`src/sfcd_pkg.sv`:
```
// package of opcodes, decode table and types for the serial flash command decoder
package sfcd_pkg;
    // ==========================================================
    // opcodes
    localparam logic [7:0] OPC_READ = 8'h03;
    localparam logic [7:0] OPC_FAST_ARRAY_FETCH = 8'h0B;
    localparam logic [7:0] OPC_TWO_LANE_OUT_FETCH = 8'h3B;
    localparam logic [7:0] OPC_TWO_LANE_IO_FETCH = 8'hBB;
    localparam logic [7:0] OPC_FOUR_LANE_OUT_FETCH = 8'h6B;
    localparam logic [7:0] OPC_FOUR_LANE_IO_FETCH = 8'hEB;
    localparam logic [7:0] OPC_FOUR_LANE_WORD_FETCH = 8'hE7;
    localparam logic [7:0] OPC_WRITE_LATCH_SET = 8'h06;
    localparam logic [7:0] OPC_WRITE_LATCH_CLEAR = 8'h04;
    localparam logic [7:0] OPC_VOLATILE_STATUS_UNLOCK = 8'h50;
    localparam logic [7:0] OPC_ALL_BLOCK_PROTECT = 8'h7E;
    localparam logic [7:0] OPC_ALL_BLOCK_UNPROTECT = 8'h98;
    localparam logic [7:0] OPC_STATUS_FETCH_PRIMARY = 8'h05;
    localparam logic [7:0] OPC_STATUS_FETCH_SECOND = 8'h35;
    localparam logic [7:0] OPC_CONFIG_FETCH = 8'h15;
    localparam logic [7:0] OPC_IDENTITY_FETCH = 8'h9F;
    localparam logic [7:0] OPC_MAKER_DEVICE_CODE_FETCH = 8'h90;
    localparam logic [7:0] OPC_MAKER_CODE_FETCH_TWO_LANE = 8'h92;
    localparam logic [7:0] OPC_MAKER_CODE_FETCH_FOUR_LANE = 8'h94;
    localparam logic [7:0] OPC_SLEEP_MODE_ENTRY = 8'hB9;
    localparam logic [7:0] OPC_SLEEP_EXIT_AND_ID = 8'hAB;
    localparam logic [7:0] OPC_FOUR_LANE_COMMAND_ENTRY = 8'h38;
    localparam logic [7:0] OPC_ENHANCED_RELEASE = 8'hFF;
    localparam logic [7:0] OPC_SOFT_RESET_ARM = 8'h66;
    localparam logic [7:0] OPC_SOFT_RESET_GO = 8'h99;
    // ==========================================================
    // timing and identity
    localparam int CLK_PERIOD_PS = 4000;
    localparam int T_SOFT_RESET_NS = 30000;
    localparam int SOFT_RESET_CYC = (T_SOFT_RESET_NS * 1000 + CLK_PERIOD_PS - 1) / CLK_PERIOD_PS;
    localparam logic [7:0] MAKER_CODE = 8'h5A;  // arbitrary value
    localparam logic [15:0] DEVICE_CODE = 16'h1234;  // arbitrary value
    localparam logic [7:0] ELECTRONIC_CODE = 8'h13;  // arbitrary value
    localparam logic [3:0] OE_ONE = 4'h2;
    localparam logic [3:0] OE_TWO = 4'h3;
    localparam logic [3:0] OE_FOUR = 4'hF;
    // ==========================================================
    // types
    typedef enum logic [7:0] {
        S_IDLE = 8'h01, S_OPC = 8'h02, S_ADDR = 8'h04, S_DMY = 8'h08,
        S_DIN = 8'h10, S_DOUT = 8'h20, S_HOLD = 8'h40, S_STBY = 8'h80
    } sfcd_st_t;
    typedef struct packed {
        logic known;
        logic [1:0] an;
        logic [2:0] dn;
        logic [2:0] al;
        logic [2:0] dl;
        logic rd;
        logic wr;
        logic quad;
    } sfcd_dec_t;
    typedef struct packed {
        logic [7:0] opcode;
        logic [23:0] addr;
    } sfcd_cmd_t;
    // ==========================================================
    // decode table
    function automatic sfcd_dec_t sfcd_decode(input logic [7:0] op, input logic alt);
        sfcd_dec_t d;
        d = '{known: 1'b1, an: 2'h0, dn: 3'h0, al: 3'h1, dl: 3'h1, default: 1'b0};
        case (op)
            8'h03: begin d.an = 2'h3; d.rd = 1'b1; end
            8'h0B: begin d.an = 2'h3; d.dn = 3'h1; d.rd = 1'b1; end
            8'h3B: begin d.an = 2'h3; d.dn = 3'h1; d.dl = 3'h2; d.rd = 1'b1; end
            8'hBB: begin
                d.an = 2'h3; d.dn = alt ? 3'h2 : 3'h1; d.al = 3'h2; d.dl = 3'h2; d.rd = 1'b1;
            end
            8'h6B: begin
                d.an = 2'h3; d.dn = 3'h1; d.dl = 3'h4; d.rd = 1'b1; d.quad = 1'b1;
            end
            8'hEB: begin
                d.an = 2'h3; d.dn = alt ? 3'h5 : 3'h3; d.al = 3'h4; d.dl = 3'h4;
                d.rd = 1'b1; d.quad = 1'b1;
            end
            8'hE7: begin
                d.an = 2'h3; d.dn = 3'h1; d.al = 3'h4; d.dl = 3'h4; d.rd = 1'b1; d.quad = 1'b1;
            end
            8'h81, 8'h20, 8'h52, 8'hD8: d.an = 2'h3;
            8'h60, 8'hC7, 8'h75, 8'h7A: d.an = 2'h0;
            8'h02: begin d.an = 2'h3; d.wr = 1'b1; end
            8'h32: begin d.an = 2'h3; d.wr = 1'b1; d.dl = 3'h4; d.quad = 1'b1; end
            8'h06, 8'h04, 8'h50, 8'h7E, 8'h98: d.an = 2'h0;
            8'h36, 8'h39, 8'h3D, 8'h44: d.an = 2'h3;
            8'h42: begin d.an = 2'h3; d.wr = 1'b1; end
            8'h48, 8'h9B: begin d.an = 2'h3; d.dn = 3'h1; d.rd = 1'b1; end
            8'h05, 8'h35, 8'h15, 8'h9F: d.rd = 1'b1;
            8'h01, 8'h31, 8'h11: d.wr = 1'b1;
            8'h9E, 8'h66, 8'h99, 8'h38, 8'hFF, 8'hB9: d.an = 2'h0;
            8'h9A, 8'h9D: d.an = 2'h3;
            8'h9C: begin d.an = 2'h3; d.wr = 1'b1; end
            8'h90, 8'hAB: begin d.an = 2'h3; d.rd = 1'b1; end
            8'h92: begin d.an = 2'h3; d.dn = 3'h1; d.dl = 3'h2; d.rd = 1'b1; end
            8'h94: begin
                d.an = 2'h3; d.dn = 3'h1; d.dl = 3'h4; d.rd = 1'b1; d.quad = 1'b1;
            end
            default: d.known = 1'b0;
        endcase
        return d;
    endfunction : sfcd_decode
endpackage : sfcd_pkg

```
`src/sfcd_decoder.sv`:
```
// serial flash command decoder, device side of the serial link
`timescale 1ns/1ps
// Summary of operation
// - 03h/0Bh reads, three address, 0Bh one dummy
// - 3Bh two-lane output read, one dummy
// - BBh two-lane address and data, 1(2) dummy
// - 6Bh four-lane output read, one dummy
// - EBh four-lane address and data, 3(5) dummy
// - E7h four-lane word read, one dummy
// - 81h/20h/52h erases take three address bytes
// - D8h erases 64K; 60h/C7h erase all
// - 02h program single lane; 32h four lanes
// - 75h suspends, 7Ah resumes, no payload
// - 06h sets, 04h clears latch; 50h unlocks
// - 36h/39h/3Dh take three block address bytes
// - 7Eh protects all blocks, 98h unprotects
// - security 44h/42h address; 48h adds dummy
// - 05h/35h/15h return one status or configuration byte
// - 01h/31h/11h write status or configuration
// - 9Eh clears buffer, 9Ah loads buffer
// - 9Bh/9Ch/9Dh buffer read, write, commit
// - 9Fh returns maker then two device bytes
// - 90h/92h/94h code reads, address, lane width
// - B9h sleeps; ABh wakes and returns code
// - FFh leaves enhanced mode; 38h four-lane commands
// - 66h then 99h resets; busy 30us
// - chip select off byte boundary discards command
// - unknown opcode idles output until next frame
// - four-lane commands need quad permit bit
module sfcd_decoder
    import sfcd_pkg::*;
#(
    parameter int RESET_CYC = SOFT_RESET_CYC
) (
    input wire logic clk,
    input wire logic reset,
    input wire logic sclk,
    input wire logic cs_n,
    input wire logic [3:0] io_in,
    output logic [3:0] io_out,
    output logic [3:0] io_oe,
    input wire logic quad_lane_permit_bit,
    input wire logic alt_dummy,
    input wire logic [7:0] stat_primary,
    input wire logic [7:0] stat_second,
    input wire logic [7:0] config_byte,
    input wire logic [7:0] rd_byte,
    output logic rd_next,
    output logic cmd_valid,
    output sfcd_cmd_t cmd,
    output logic wr_valid,
    output logic [7:0] wr_byte,
    input wire logic wr_ready,
    output logic overrun,
    output logic write_latch,
    output logic vsr_unlock,
    output logic all_protect,
    output logic sleeping,
    output logic four_lane_cmd,
    output logic busy
);
    // ==========================================================
    // state
    typedef struct packed {
        logic sclk_m, sclk_r, sclk_p;
        logic cs_m, cs_r, cs_p;
        logic [3:0] io_m, io_r;
        sfcd_st_t st;
        sfcd_dec_t dec;
        logic [7:0] opc;
        logic [23:0] addr;
        logic [7:0] sh;
        logic [2:0] lane;
        logic [2:0] cnt;
        logic [2:0] bcnt;
        logic [1:0] oidx;
        logic [3:0] out;
        logic [3:0] oe;
        logic rd_next;
        logic cmd_vld;
        logic arm;
        logic wel;
        logic vsr;
        logic prot;
        logic sleep;
        logic qmode;
        logic ovr;
        logic busy;
        logic [15:0] bsy_cnt;
        logic hv;
        logic tv;
        logic [7:0] hd;
        logic [7:0] td;
    } sfcd_state_t;

    sfcd_state_t q, n;

    function automatic logic [2:0] last_beat(input logic [2:0] w);
        return (w == 3'h4) ? 3'h1 : (w == 3'h2) ? 3'h3 : 3'h7;
    endfunction : last_beat

    // next state after the opcode (0), address (1) or dummy (2) phase
    function automatic sfcd_st_t after(input sfcd_dec_t d, input logic [1:0] ph);
        if (ph == 2'h0 && d.an != 2'h0) return S_ADDR;
        if (ph != 2'h2 && d.dn != 3'h0) return S_DMY;
        if (d.rd) return S_DOUT;
        if (d.wr) return S_DIN;
        return S_HOLD;
    endfunction : after

    logic rise;
    logic fall;
    logic cs_rise;
    logic ex_ok;
    logic last;
    logic [7:0] ib;
    logic [7:0] ob;
    logic [7:0] src;
    sfcd_dec_t d;

    assign rise = q.sclk_r & ~q.sclk_p;
    assign fall = ~q.sclk_r & q.sclk_p;
    assign cs_rise = q.cs_r & ~q.cs_p;
    assign ex_ok = cs_rise && (q.st == S_HOLD || q.st == S_DIN) && q.cnt == 3'h0;
    assign last = q.cnt == last_beat(q.lane);

    // ==========================================================
    // next state
    always_comb begin
        n = q;
        n.sclk_m = sclk;
        n.sclk_r = q.sclk_m;
        n.sclk_p = q.sclk_r;
        n.cs_m = cs_n;
        n.cs_r = q.cs_m;
        n.cs_p = q.cs_r;
        n.io_m = io_in;
        n.io_r = q.io_m;
        n.cmd_vld = 1'b0;
        n.rd_next = 1'b0;
        d = sfcd_decode(8'h00, alt_dummy);
        ib = 8'h00;
        ob = 8'h00;
        src = rd_byte;
        if (q.bsy_cnt != 16'h0) begin
            n.bsy_cnt = q.bsy_cnt - 16'h1;
        end
        n.busy = n.bsy_cnt != 16'h0;
        // drain side of the two-entry write buffer
        if (q.hv && wr_ready) begin
            n.hv = q.tv;
            n.hd = q.td;
            n.tv = 1'b0;
        end
        // bits in, most significant first
        case (q.lane)
            3'h4: ib = {q.sh[3:0], q.io_r[3:0]};
            3'h2: ib = {q.sh[5:0], q.io_r[1:0]};
            default: ib = {q.sh[6:0], q.io_r[0]};
        endcase
        if (q.cs_r) begin
            if (ex_ok) begin
                n.cmd_vld = 1'b1;
                n.arm = q.opc == OPC_SOFT_RESET_ARM;
                case (q.opc)
                    OPC_WRITE_LATCH_SET: n.wel = 1'b1;
                    OPC_WRITE_LATCH_CLEAR: n.wel = 1'b0;
                    OPC_VOLATILE_STATUS_UNLOCK: n.vsr = 1'b1;
                    OPC_ALL_BLOCK_PROTECT: n.prot = 1'b1;
                    OPC_ALL_BLOCK_UNPROTECT: n.prot = 1'b0;
                    OPC_SLEEP_MODE_ENTRY: n.sleep = 1'b1;
                    OPC_FOUR_LANE_COMMAND_ENTRY: n.qmode = 1'b1;
                    OPC_ENHANCED_RELEASE: n.qmode = 1'b0;
                    OPC_SOFT_RESET_GO: begin
                        if (q.arm) begin
                            n.bsy_cnt = 16'(RESET_CYC);
                            n.busy = 1'b1;
                            n.wel = 1'b0;
                            n.vsr = 1'b0;
                            n.qmode = 1'b0;
                        end
                    end
                    default: n.arm = n.arm;
                endcase
            end
            if (cs_rise && q.opc == OPC_SLEEP_EXIT_AND_ID
                && (q.st == S_DOUT || (q.st == S_ADDR && q.bcnt == 3'h0 && q.cnt == 3'h0))) begin
                n.sleep = 1'b0;
            end
            n.st = S_IDLE;
            n.oe = 4'h0;
            n.out = 4'h0;
        end else if (q.st == S_IDLE) begin
            n.st = q.busy ? S_STBY : S_OPC;
            n.cnt = 3'h0;
            n.bcnt = 3'h0;
            n.lane = 3'h1;
            n.oidx = 2'h0;
            n.addr = 24'h0;
        end else if (rise && q.st != S_DOUT && q.st != S_STBY) begin
            n.sh = ib;
            n.cnt = last ? 3'h0 : q.cnt + 3'h1;
            if (last) begin
                case (q.st)
                    S_OPC: begin
                        d = sfcd_decode(ib, alt_dummy);
                        n.opc = ib;
                        n.dec = d;
                        n.st = after(d, 2'h0);
                        if (!d.known || (q.sleep && ib != OPC_SLEEP_EXIT_AND_ID)) begin
                            n.st = S_STBY;
                        end
                        if (d.quad && !quad_lane_permit_bit) begin
                            n.st = S_STBY;
                        end
                    end
                    S_ADDR: begin
                        n.addr = {q.addr[15:0], ib};
                        n.bcnt = q.bcnt + 3'h1;
                        if (q.bcnt == 3'h2) begin
                            n.st = after(q.dec, 2'h1);
                            n.bcnt = 3'h0;
                        end
                    end
                    S_DMY: begin
                        n.bcnt = q.bcnt + 3'h1;
                        if (n.bcnt == q.dec.dn) begin
                            n.st = after(q.dec, 2'h2);
                        end
                    end
                    S_DIN: begin
                        if (!n.hv) begin
                            n.hd = ib;
                            n.hv = 1'b1;
                        end else if (!n.tv) begin
                            n.td = ib;
                            n.tv = 1'b1;
                        end else begin
                            n.ovr = 1'b1;
                        end
                    end
                    default: n.st = q.st;
                endcase
                if (n.st == S_ADDR || n.st == S_DMY) begin
                    n.lane = n.dec.al;
                end
                if (n.st == S_DIN || n.st == S_DOUT) begin
                    n.lane = n.dec.dl;
                end
                if (n.st == S_DOUT) begin
                    n.cmd_vld = 1'b1;
                end
            end
        end else if (fall && q.st == S_DOUT) begin
            case (q.opc)
                OPC_STATUS_FETCH_PRIMARY: src = stat_primary;
                OPC_STATUS_FETCH_SECOND: src = stat_second;
                OPC_CONFIG_FETCH: src = config_byte;
                OPC_IDENTITY_FETCH: begin
                    case (q.oidx)
                        2'h0: src = MAKER_CODE;
                        2'h1: src = DEVICE_CODE[15:8];
                        2'h2: src = DEVICE_CODE[7:0];
                        default: src = 8'h00;
                    endcase
                end
                OPC_MAKER_DEVICE_CODE_FETCH, OPC_MAKER_CODE_FETCH_TWO_LANE,
                OPC_MAKER_CODE_FETCH_FOUR_LANE: begin
                    src = (q.addr[0] ^ q.oidx[0]) ? DEVICE_CODE[7:0] : MAKER_CODE;
                end
                OPC_SLEEP_EXIT_AND_ID: src = ELECTRONIC_CODE;
                default: begin
                    src = rd_byte;
                    n.rd_next = q.cnt == 3'h0;
                end
            endcase
            ob = (q.cnt == 3'h0) ? src : q.sh;
            if (q.cnt == 3'h0) begin
                n.oidx = (q.oidx == 2'h3) ? q.oidx : q.oidx + 2'h1;
            end
            case (q.lane)
                3'h4: begin
                    n.out = ob[7:4];
                    n.oe = OE_FOUR;
                    n.sh = {ob[3:0], 4'h0};
                end
                3'h2: begin
                    n.out = {2'h0, ob[7:6]};
                    n.oe = OE_TWO;
                    n.sh = {ob[5:0], 2'h0};
                end
                default: begin
                    n.out = {2'h0, ob[7], 1'b0};
                    n.oe = OE_ONE;
                    n.sh = {ob[6:0], 1'b0};
                end
            endcase
            n.cnt = last ? 3'h0 : q.cnt + 3'h1;
        end
    end

    always_ff @(posedge clk or posedge reset) begin
        if (reset) begin
            q <= '0;
            q.st <= S_IDLE;
            q.cs_m <= 1'b1;
            q.cs_r <= 1'b1;
            q.cs_p <= 1'b1;
            q.lane <= 3'h1;
        end else begin
            q <= n;
        end
    end

    // ==========================================================
    // outputs
    assign io_out = q.out;
    assign io_oe = q.oe;
    assign rd_next = q.rd_next;
    assign cmd_valid = q.cmd_vld;
    assign cmd = '{opcode: q.opc, addr: q.addr};
    assign wr_valid = q.hv;
    assign wr_byte = q.hd;
    assign overrun = q.ovr;
    assign write_latch = q.wel;
    assign vsr_unlock = q.vsr;
    assign all_protect = q.prot;
    assign sleeping = q.sleep;
    assign four_lane_cmd = q.qmode;
    assign busy = q.busy;
endmodule : sfcd_decoder

```
`config.mk`:
```
export PLATFORM = sky130hd
export DESIGN_NAME = sfcd_decoder
export DESIGN_NICKNAME = d
export VERILOG_FILES = /design/src/sfcd_pkg.sv /design/src/sfcd_decoder.sv
export SDC_FILE = /design/constraint.sdc
export NUM_CORES = 1
export LEC_CHECK = 0
export ABC_AREA = 1
export BUFFER_PORTS_ARGS = -buffer_cell sky130_fd_sc_hd__buf_4
export CORE_MARGIN = 2
export CORE_UTILIZATION = 45
export CTS_CLUSTER_DIAMETER = 60
export CTS_CLUSTER_SIZE = 16
export DETAILED_ROUTE_END_ITERATION = 10
export GPL_TIMING_DRIVEN = 0
export MAX_ROUTING_LAYER = met4
export PLACE_DENSITY = 0.66
export SYNTH_ARGS = -nofsm -noshare
export SYNTH_HDL_FRONTEND = slang
export SYNTH_SLANG_ARGS = --single-unit
```
`constraint.sdc`:
```
create_clock -name clk -period 11.4 [get_ports clk]
set_clock_uncertainty 0.2 [all_clocks]
set_input_delay 0 -clock clk [delete_from_list [all_inputs] [get_ports clk]]
set_output_delay 0 -clock clk [all_outputs]
set_load 0.02 [all_outputs]
```
-- Yosys cells after proc, flatten, opt, wreduce, memory -nomap -nowiden
Index checks and enable logic that the tools add are counted.
- input port bits: 43
- register bits after elaboration: 140
- logic and storage cells: 423
- output and inout bits: 58
- equal/unequal tests: 94
- bitwise gates (word level): 10
- reductions and logical operators: 73
- muxes and demuxes: 201
- $add $sub $neg: 4
- operators with widths (kind ; number):
    $mux 8 ; 36
    $eq 8x8->1 const B ; 29
    $eq 8x7->1 const B ; 15
    $mux 55 ; 2
    $eq 8x6->1 const B ; 13
    $mux 1 ; 101
    $mux 18 ; 5
    $mux 17 ; 4
    $eq 8x3->1 const B ; 8
    $mux 3 ; 18
    $reduce_or 49->1 ; 1
    $mux 24 ; 2
    $pmux 8 s2 ; 3
    $pmux 8 s6 ; 1
    $eq 8x5->1 const B ; 5
    $mux 11 ; 3
    $reduce_bool 16->1 ; 2
    $reduce_and 4->1 ; 7
    $reduce_bool 3->1 ; 9
    $reduce_or 27->1 ; 1
    $eq 8x2->1 const B ; 3
    $eq 8x4->1 const B ; 3
    $pmux 8 s3 ; 1
    $reduce_bool 2->1 ; 12
    40 further kinds ; 98

-- Logic depth before layout (Yosys ltp)
- depth in word-level cells: 56
- mapped depth: 29
- mapped depth without buffers: 26

-- Least setup slack after synthesis
No wires, ideal clock.
- path kind: register to register
- from: reg q[61] (netlist name)
- to: reg q[61] (netlist name)
- path slack: 8.431 ns
- period minus slack after synthesis: 2.969 ns
- buffers on the path: 3
- arrival: 2.652 ns
- data required time: 11.084 ns
- setup time: 0.116 ns
- stages on the path, launching flop included: 28
- cells stage by stage: dfrtp_1 > buf_6 > nor2_8 > nand2_4 > buf_6 > nand3_2 > nand3_2 > nand2_4 > nor2_4 > buf_6 > nand2_2 > nand2_2 > nor2_4 > inv_1 > nor2_2 > nand3_1 > nor2_1 > nand2_1 > nand2_1 > nand2_1 > nand2_1 > nand2_2 > nand2_2 > nand2_2 > nand2_2 > clkinv_2 > nand2_1 > nand2_1
- word-level cells in the longest chain between the ends: 36
- elaborated cells on any way between the ends: 167
- classes of those cells: 57 x eq/ne; 91 x mux; 19 x reduce/logical
- ends and longest elaborated chain (element ; RTL line ; text):
    start: declaration ; sfcd_decoder.sv:96 ; sfcd_state_t q, n;
    start signal: assignment ; sfcd_decoder.sv:311 ; q <= n;
    $eq 3x2->1 / $eq 3x3->1 (equally long branches) ; sfcd_decoder.sv:99, sfcd_decoder.sv:156 ;
    $pmux 8 s2 ; sfcd_decoder.sv:156 ; case (q.lane)
    $eq 8x8->1 (tied with other cells) ; sfcd_pkg.sv:66 ; case (op)
    $reduce_or 7->1 (no source line) ; -- ;
    $mux 1 ; sfcd_pkg.sv:66 ;
    $mux 1 ; sfcd_decoder.sv:204 ; case (q.st)
    $mux 1 ; sfcd_decoder.sv:203 ; if (last) begin
    $mux 1 ; sfcd_decoder.sv:200 ; end else if (rise && q.st != S_DOUT && q.st != S_STBY) begin
    [... 20 more ...] ; -- ;
    $mux 8 ; sfcd_decoder.sv:193 ; end else if (q.st == S_IDLE) begin
    $mux 8 ; sfcd_decoder.sv:161 ; if (q.cs_r) begin
    $eq 8x5->1 / $eq 8x6->1 (equally long branches) ; sfcd_decoder.sv:247 ; if (n.st == S_DIN || n.st == S_DOUT) begin
    $logic_or 1x1->1 ; sfcd_decoder.sv:247 ;
    $mux 3 ; sfcd_decoder.sv:247 ;
    $mux 3 ; sfcd_decoder.sv:203 ;
    $mux 3 ; sfcd_decoder.sv:200 ;
    $mux 11 ; sfcd_decoder.sv:193 ;
Parallel ways exist; a longest one is shown, timed or not. The select of a mux whose other input is x is not followed.
A chain may end at the register's enable or synchronous reset.

-- Final worst setup path
- from: reg q[122] (netlist name)
- to: reg q, in the netlist cmd[6]
- word-level cells in the longest chain between the ends: 5
- elaborated cells on any way between the ends: 11
- classes of those cells: 4 x eq/ne; 1 x mux; 6 x reduce/logical
- ends and longest elaborated chain (element ; RTL line):
    $ne 8x6->1 ; sfcd_decoder.sv:200
    $logic_and 1x1->1 (2 in a row) ; sfcd_decoder.sv:200
    $reduce_bool 2->1 (no source line) ; --
    $reduce_and 4->1 (no source line) ; --
Parallel ways exist; a longest one is shown, timed or not.

==> summary.md <==
| Metric | Value |
|---|---|
| PnR worst setup slack | `7205 ps` |
| Worst-path fanout max | `10` |
| Reg2reg end | `cmd[6]` |
| Hold Path Origin | `io_in[2]` |
| R2R cell count | `15` |
| Post-synth EDFFs | `0` |
| Lkg Pwr | `0.005554 uW` |
| Ys async rst share | `1.000` |
| Worst hold path depth | `2` |
| CTS tree | `yes` |
| Clock power share | `0.315` |
| R2r startpoint | `q[122]` |
| Setup CP Type | `reg -> reg` |
| Gpl congestion | `0.9137` |
| Fin crit period | `4195 ps` |
| Compound-gate portion of the synthesized area | `0.1080` |
| Hpwl dp | `17660 um` |
| Routed Antenna Nets | `0` |
| Yosys reg bits | `135` |
| Initial antenna violation count | `0` |
| Total gr overflow | `0` |
| Num CTS Buffers | `17` |
| Yosys warns | `0` |
| Post-Synth XOR/XNOR Area | `0.01417` |
| Combinational power share | `0.353` |
| Total core area | `18770 sq um` |
| Mux share of post-synthesis cell area | `0` |
| Via-per-instance ratio | `5.230` |
| Uppermost layer routed | `met4` |
| Fillers | `1809` |
| Mapped Cells | `1190` |
| Reported max-cap violation count | `0` |
| Max Buffers Root-to-Sink | `2` |
| Wire length per cell | `15.05 um` |
| Site Rows | `50` |
| FMAX | `238.4 MHz` |
| Top post-synthesis cells by area | `dfrtp_1, nand2_1, inv_1` |
| H-tree levels | `4` |
| Unique masters post-synth | `52` |
| Synth area leader | `dfrtp_1` |
| Worst reg-to-reg setup slack | `7200 ps` |
| Die ar. | `20360 sq um` |
| Area Overhead vs Synth | `21.13%` |
| Die W | `142.7 um` |
| Prevailing post-synth register cell | `dfrtp_1` |
| Pin count of the biggest net entering global routing | `84` |
| Met1 Wirelength | `10880 um` |
| Share of layout cells above drive strength 1 | `0.2013` |
| Simple-gate portion of the synthesized area | `0.3433` |
| Worst skew pair latency | `420 ps` |
| CP Launch Type | `flop` |
| Final net count | `1382` |
| Gr usage total | `0.2504` |
| Reg clk slew, reported paths | `60 ps` |
| Post-Place Worst Slack | `7311 ps` |
| Drt drc | `0` |
| Vias in the first global route | `7880` |
| Final Hold Viols | `0` |
| Syn Area/Cell | `7.274 sq um` |
| CTS sink count | `135` |
| Period utilisation layout | `0.3680` |
| Final Setup Violations | `0` |
| WP buf/inv | `7` |
| Max VDD drop | `0.1199 mV` |
| Power density over cell area | `159.3 nW/um^2` |
| Hold crit path type | `in -> reg` |
| Clock Tree Root | `clkbuf_16` |
| DRT iter0 DRCs | `616` |
| Syn nets | `1243` |
| Ports | `101` |
| DR WL met3 | `1251 um` |
| Worst-Margin Slew | `1249 ps` |
| WL final | `23700 um` |
| Crit path max-delay cell type | `nor4_2` |
| Final setup TNS | `0 ps` |
| Synth top area share | `0.3758` |
| Initial Utilization | `0.4612` |
| Hold endpoint | `n[128]` |
| Status | `finished, final reports clean` |
| Post-synthesis cell area | `8656 sq um` |
| First-pass GRT wire length | `39180 um` |
| Met2 routed WL | `10920 um` |
| Top-count cell post-synth | `nand2_1` |
| Crit end category | `flop` |
| Sw Pwr | `660.7 uW` |
| Slew Limit Fails | `0` |
| Critical-path cell list | `nor2_1, inv_1, nor2_1, inv_1, nor4_2, inv_1, nand2_1, inv_1, nor2_1, inv_1, nor2_1, inv_1, clkbuf_1, nand2_1, nand2_1` |
| IO buf count | `100` |
| Post-synth top cells | `nand2_1, inv_1, nor2_1, dfrtp_1, nand3_1` |
| Post-synthesis sequential area ratio | `0.3910` |
| Antenna cells | `0` |
| Die height | `142.7 um` |
| CP peak stage delay | `830 ps` |
| Sequential fraction of design power | `0.332` |
| RSZ-0062 raised after global routing | `no` |
| Critical path's most frequent cell | `inv_1` |
| Synth Area in Adders | `0.01446` |
| CP required | `11500 ps` |
| Pint | `1009 uW` |
| Cell family with most CP delay | `simple AND/OR/NAND/NOR gates` |
| Switching share of power | `0.3956` |
| Via count | `8237` |
| Relative slew margins | `0.1608` |
| Largest family of logic cells by synthesized area | `simple AND/OR/NAND/NOR gates` |
| Pre-antenna DRT Iters | `5` |
| Critical Path AT | `4300 ps` |
==> power groups by stage <==
stage	clock (uW)	combinational, uW	sequential [uW]
2_1_floorplan	0	410	549
3_5_place_dp	0	561	562
6_report	526	589	555
5_1_grt	562	645	559
3_3_place_gp	0	555	562
4_1_cts	536	578	553
==> cell families after synthesis <==
logic type | Yosys count
compound gates | 161
xor+xnor | 14
fa+ha+maj | 10
buf+inv | 237
flops | 135
simple gates | 633
==> cell type report <==
type | count | area [sq um] | share of cell area
multi-input cells | 818 | 4160 | 0.3968
repair buffers | 120 | 968.4 | 0.09236
plain buffers | 71 | 489.2 | 0.04666
inverters | 166 | 633.1 | 0.06038
clock inverters | 11 | 100.1 | 0.009546
clock buffers | 20 | 456.7 | 0.04356
well taps | 234 | 292.8 | 0.02792
flip-flops and latches | 135 | 3385 | 0.3228
==> cell usage in the layout, fill, tap and decap left out, types with 8 or more instances in the layout <==
cell type	n
nand3_2	9
nand4_1	20
xor2_1	9
clkbuf_16	17
o22ai_1	16
buf_4	149
a21oi_1	34
nor2_1	138
nor4_1	8
nand3_1	74
nor3_1	27
nor2_4	14
inv_1	160
nand2_1	284
dfrtp_1	130
ha_1	10
nand2_2	24
nor2_2	10
dlygate4sd3_1	19
clkbuf_1	17
o21ai_0	72
==> routing by layer <==
layer	track usage	vias up
li1	-	4093
met5	-	-
met4	0.09849	0
met3	0.04024	51
met1	0.3294	3832
met2	0.3894	261
==> registers in the layout, summed over array words and instances, names as in the netlist, 3 cells and up <==
| name | flops |
|---|---|
| wr_byte | 8 |
| n | 8 |
| io_out | 4 |
| cmd | 32 |
| q | 70 |
| io_oe | 3 |
==> timing repair <==
| item | 4_1_cts | 5_1_grt |
|---|---|---|
| setup endpoints to repair | 0 | 0 |
| hold buffers | 19 | 0 |
| hold endpoints to repair | 153 | 0 |
| buffers inserted | 0 | 0 |
| resized for setup | 0 | 0 |
==> worst max path at each step <==
stage	startpoint	to	slack [ps]	depth (start not counted)
CTS	q[122]	cmd[3]	7250	15
detailed placement	q[122]	cmd[3]	7310	15
global route	q[122]	cmd[6]	6840	15
global placement	reset	wr_byte[7]	5880	2
floorplan	reset	all_protect	7600	1
finish	q[122]	cmd[6]	7200	15
==> per-stage QoR <==
| step | util | power, uW | area, sq um | cells | hold slack [ps] |
|---|---|---|---|---|---|
| CTS | 0.5583 | 1667 | 10480 | 1575 | 1.174 |
| finish | 0.5587 | 1670 | 10490 | 1575 | 26.21 |
| global route | 0.5587 | 1767 | 10490 | 1575 | 21.50 |
| detailed placement | 0.5185 | 1122 | 9732 | 1525 | -124.4 |
| floorplan | - | 959.1 | 8656 | 1190 | -195.5 |
| global placement | 0.5168 | 1117 | 9699 | 1524 | -89.93 |
Power figures use the tool's default switching activity.
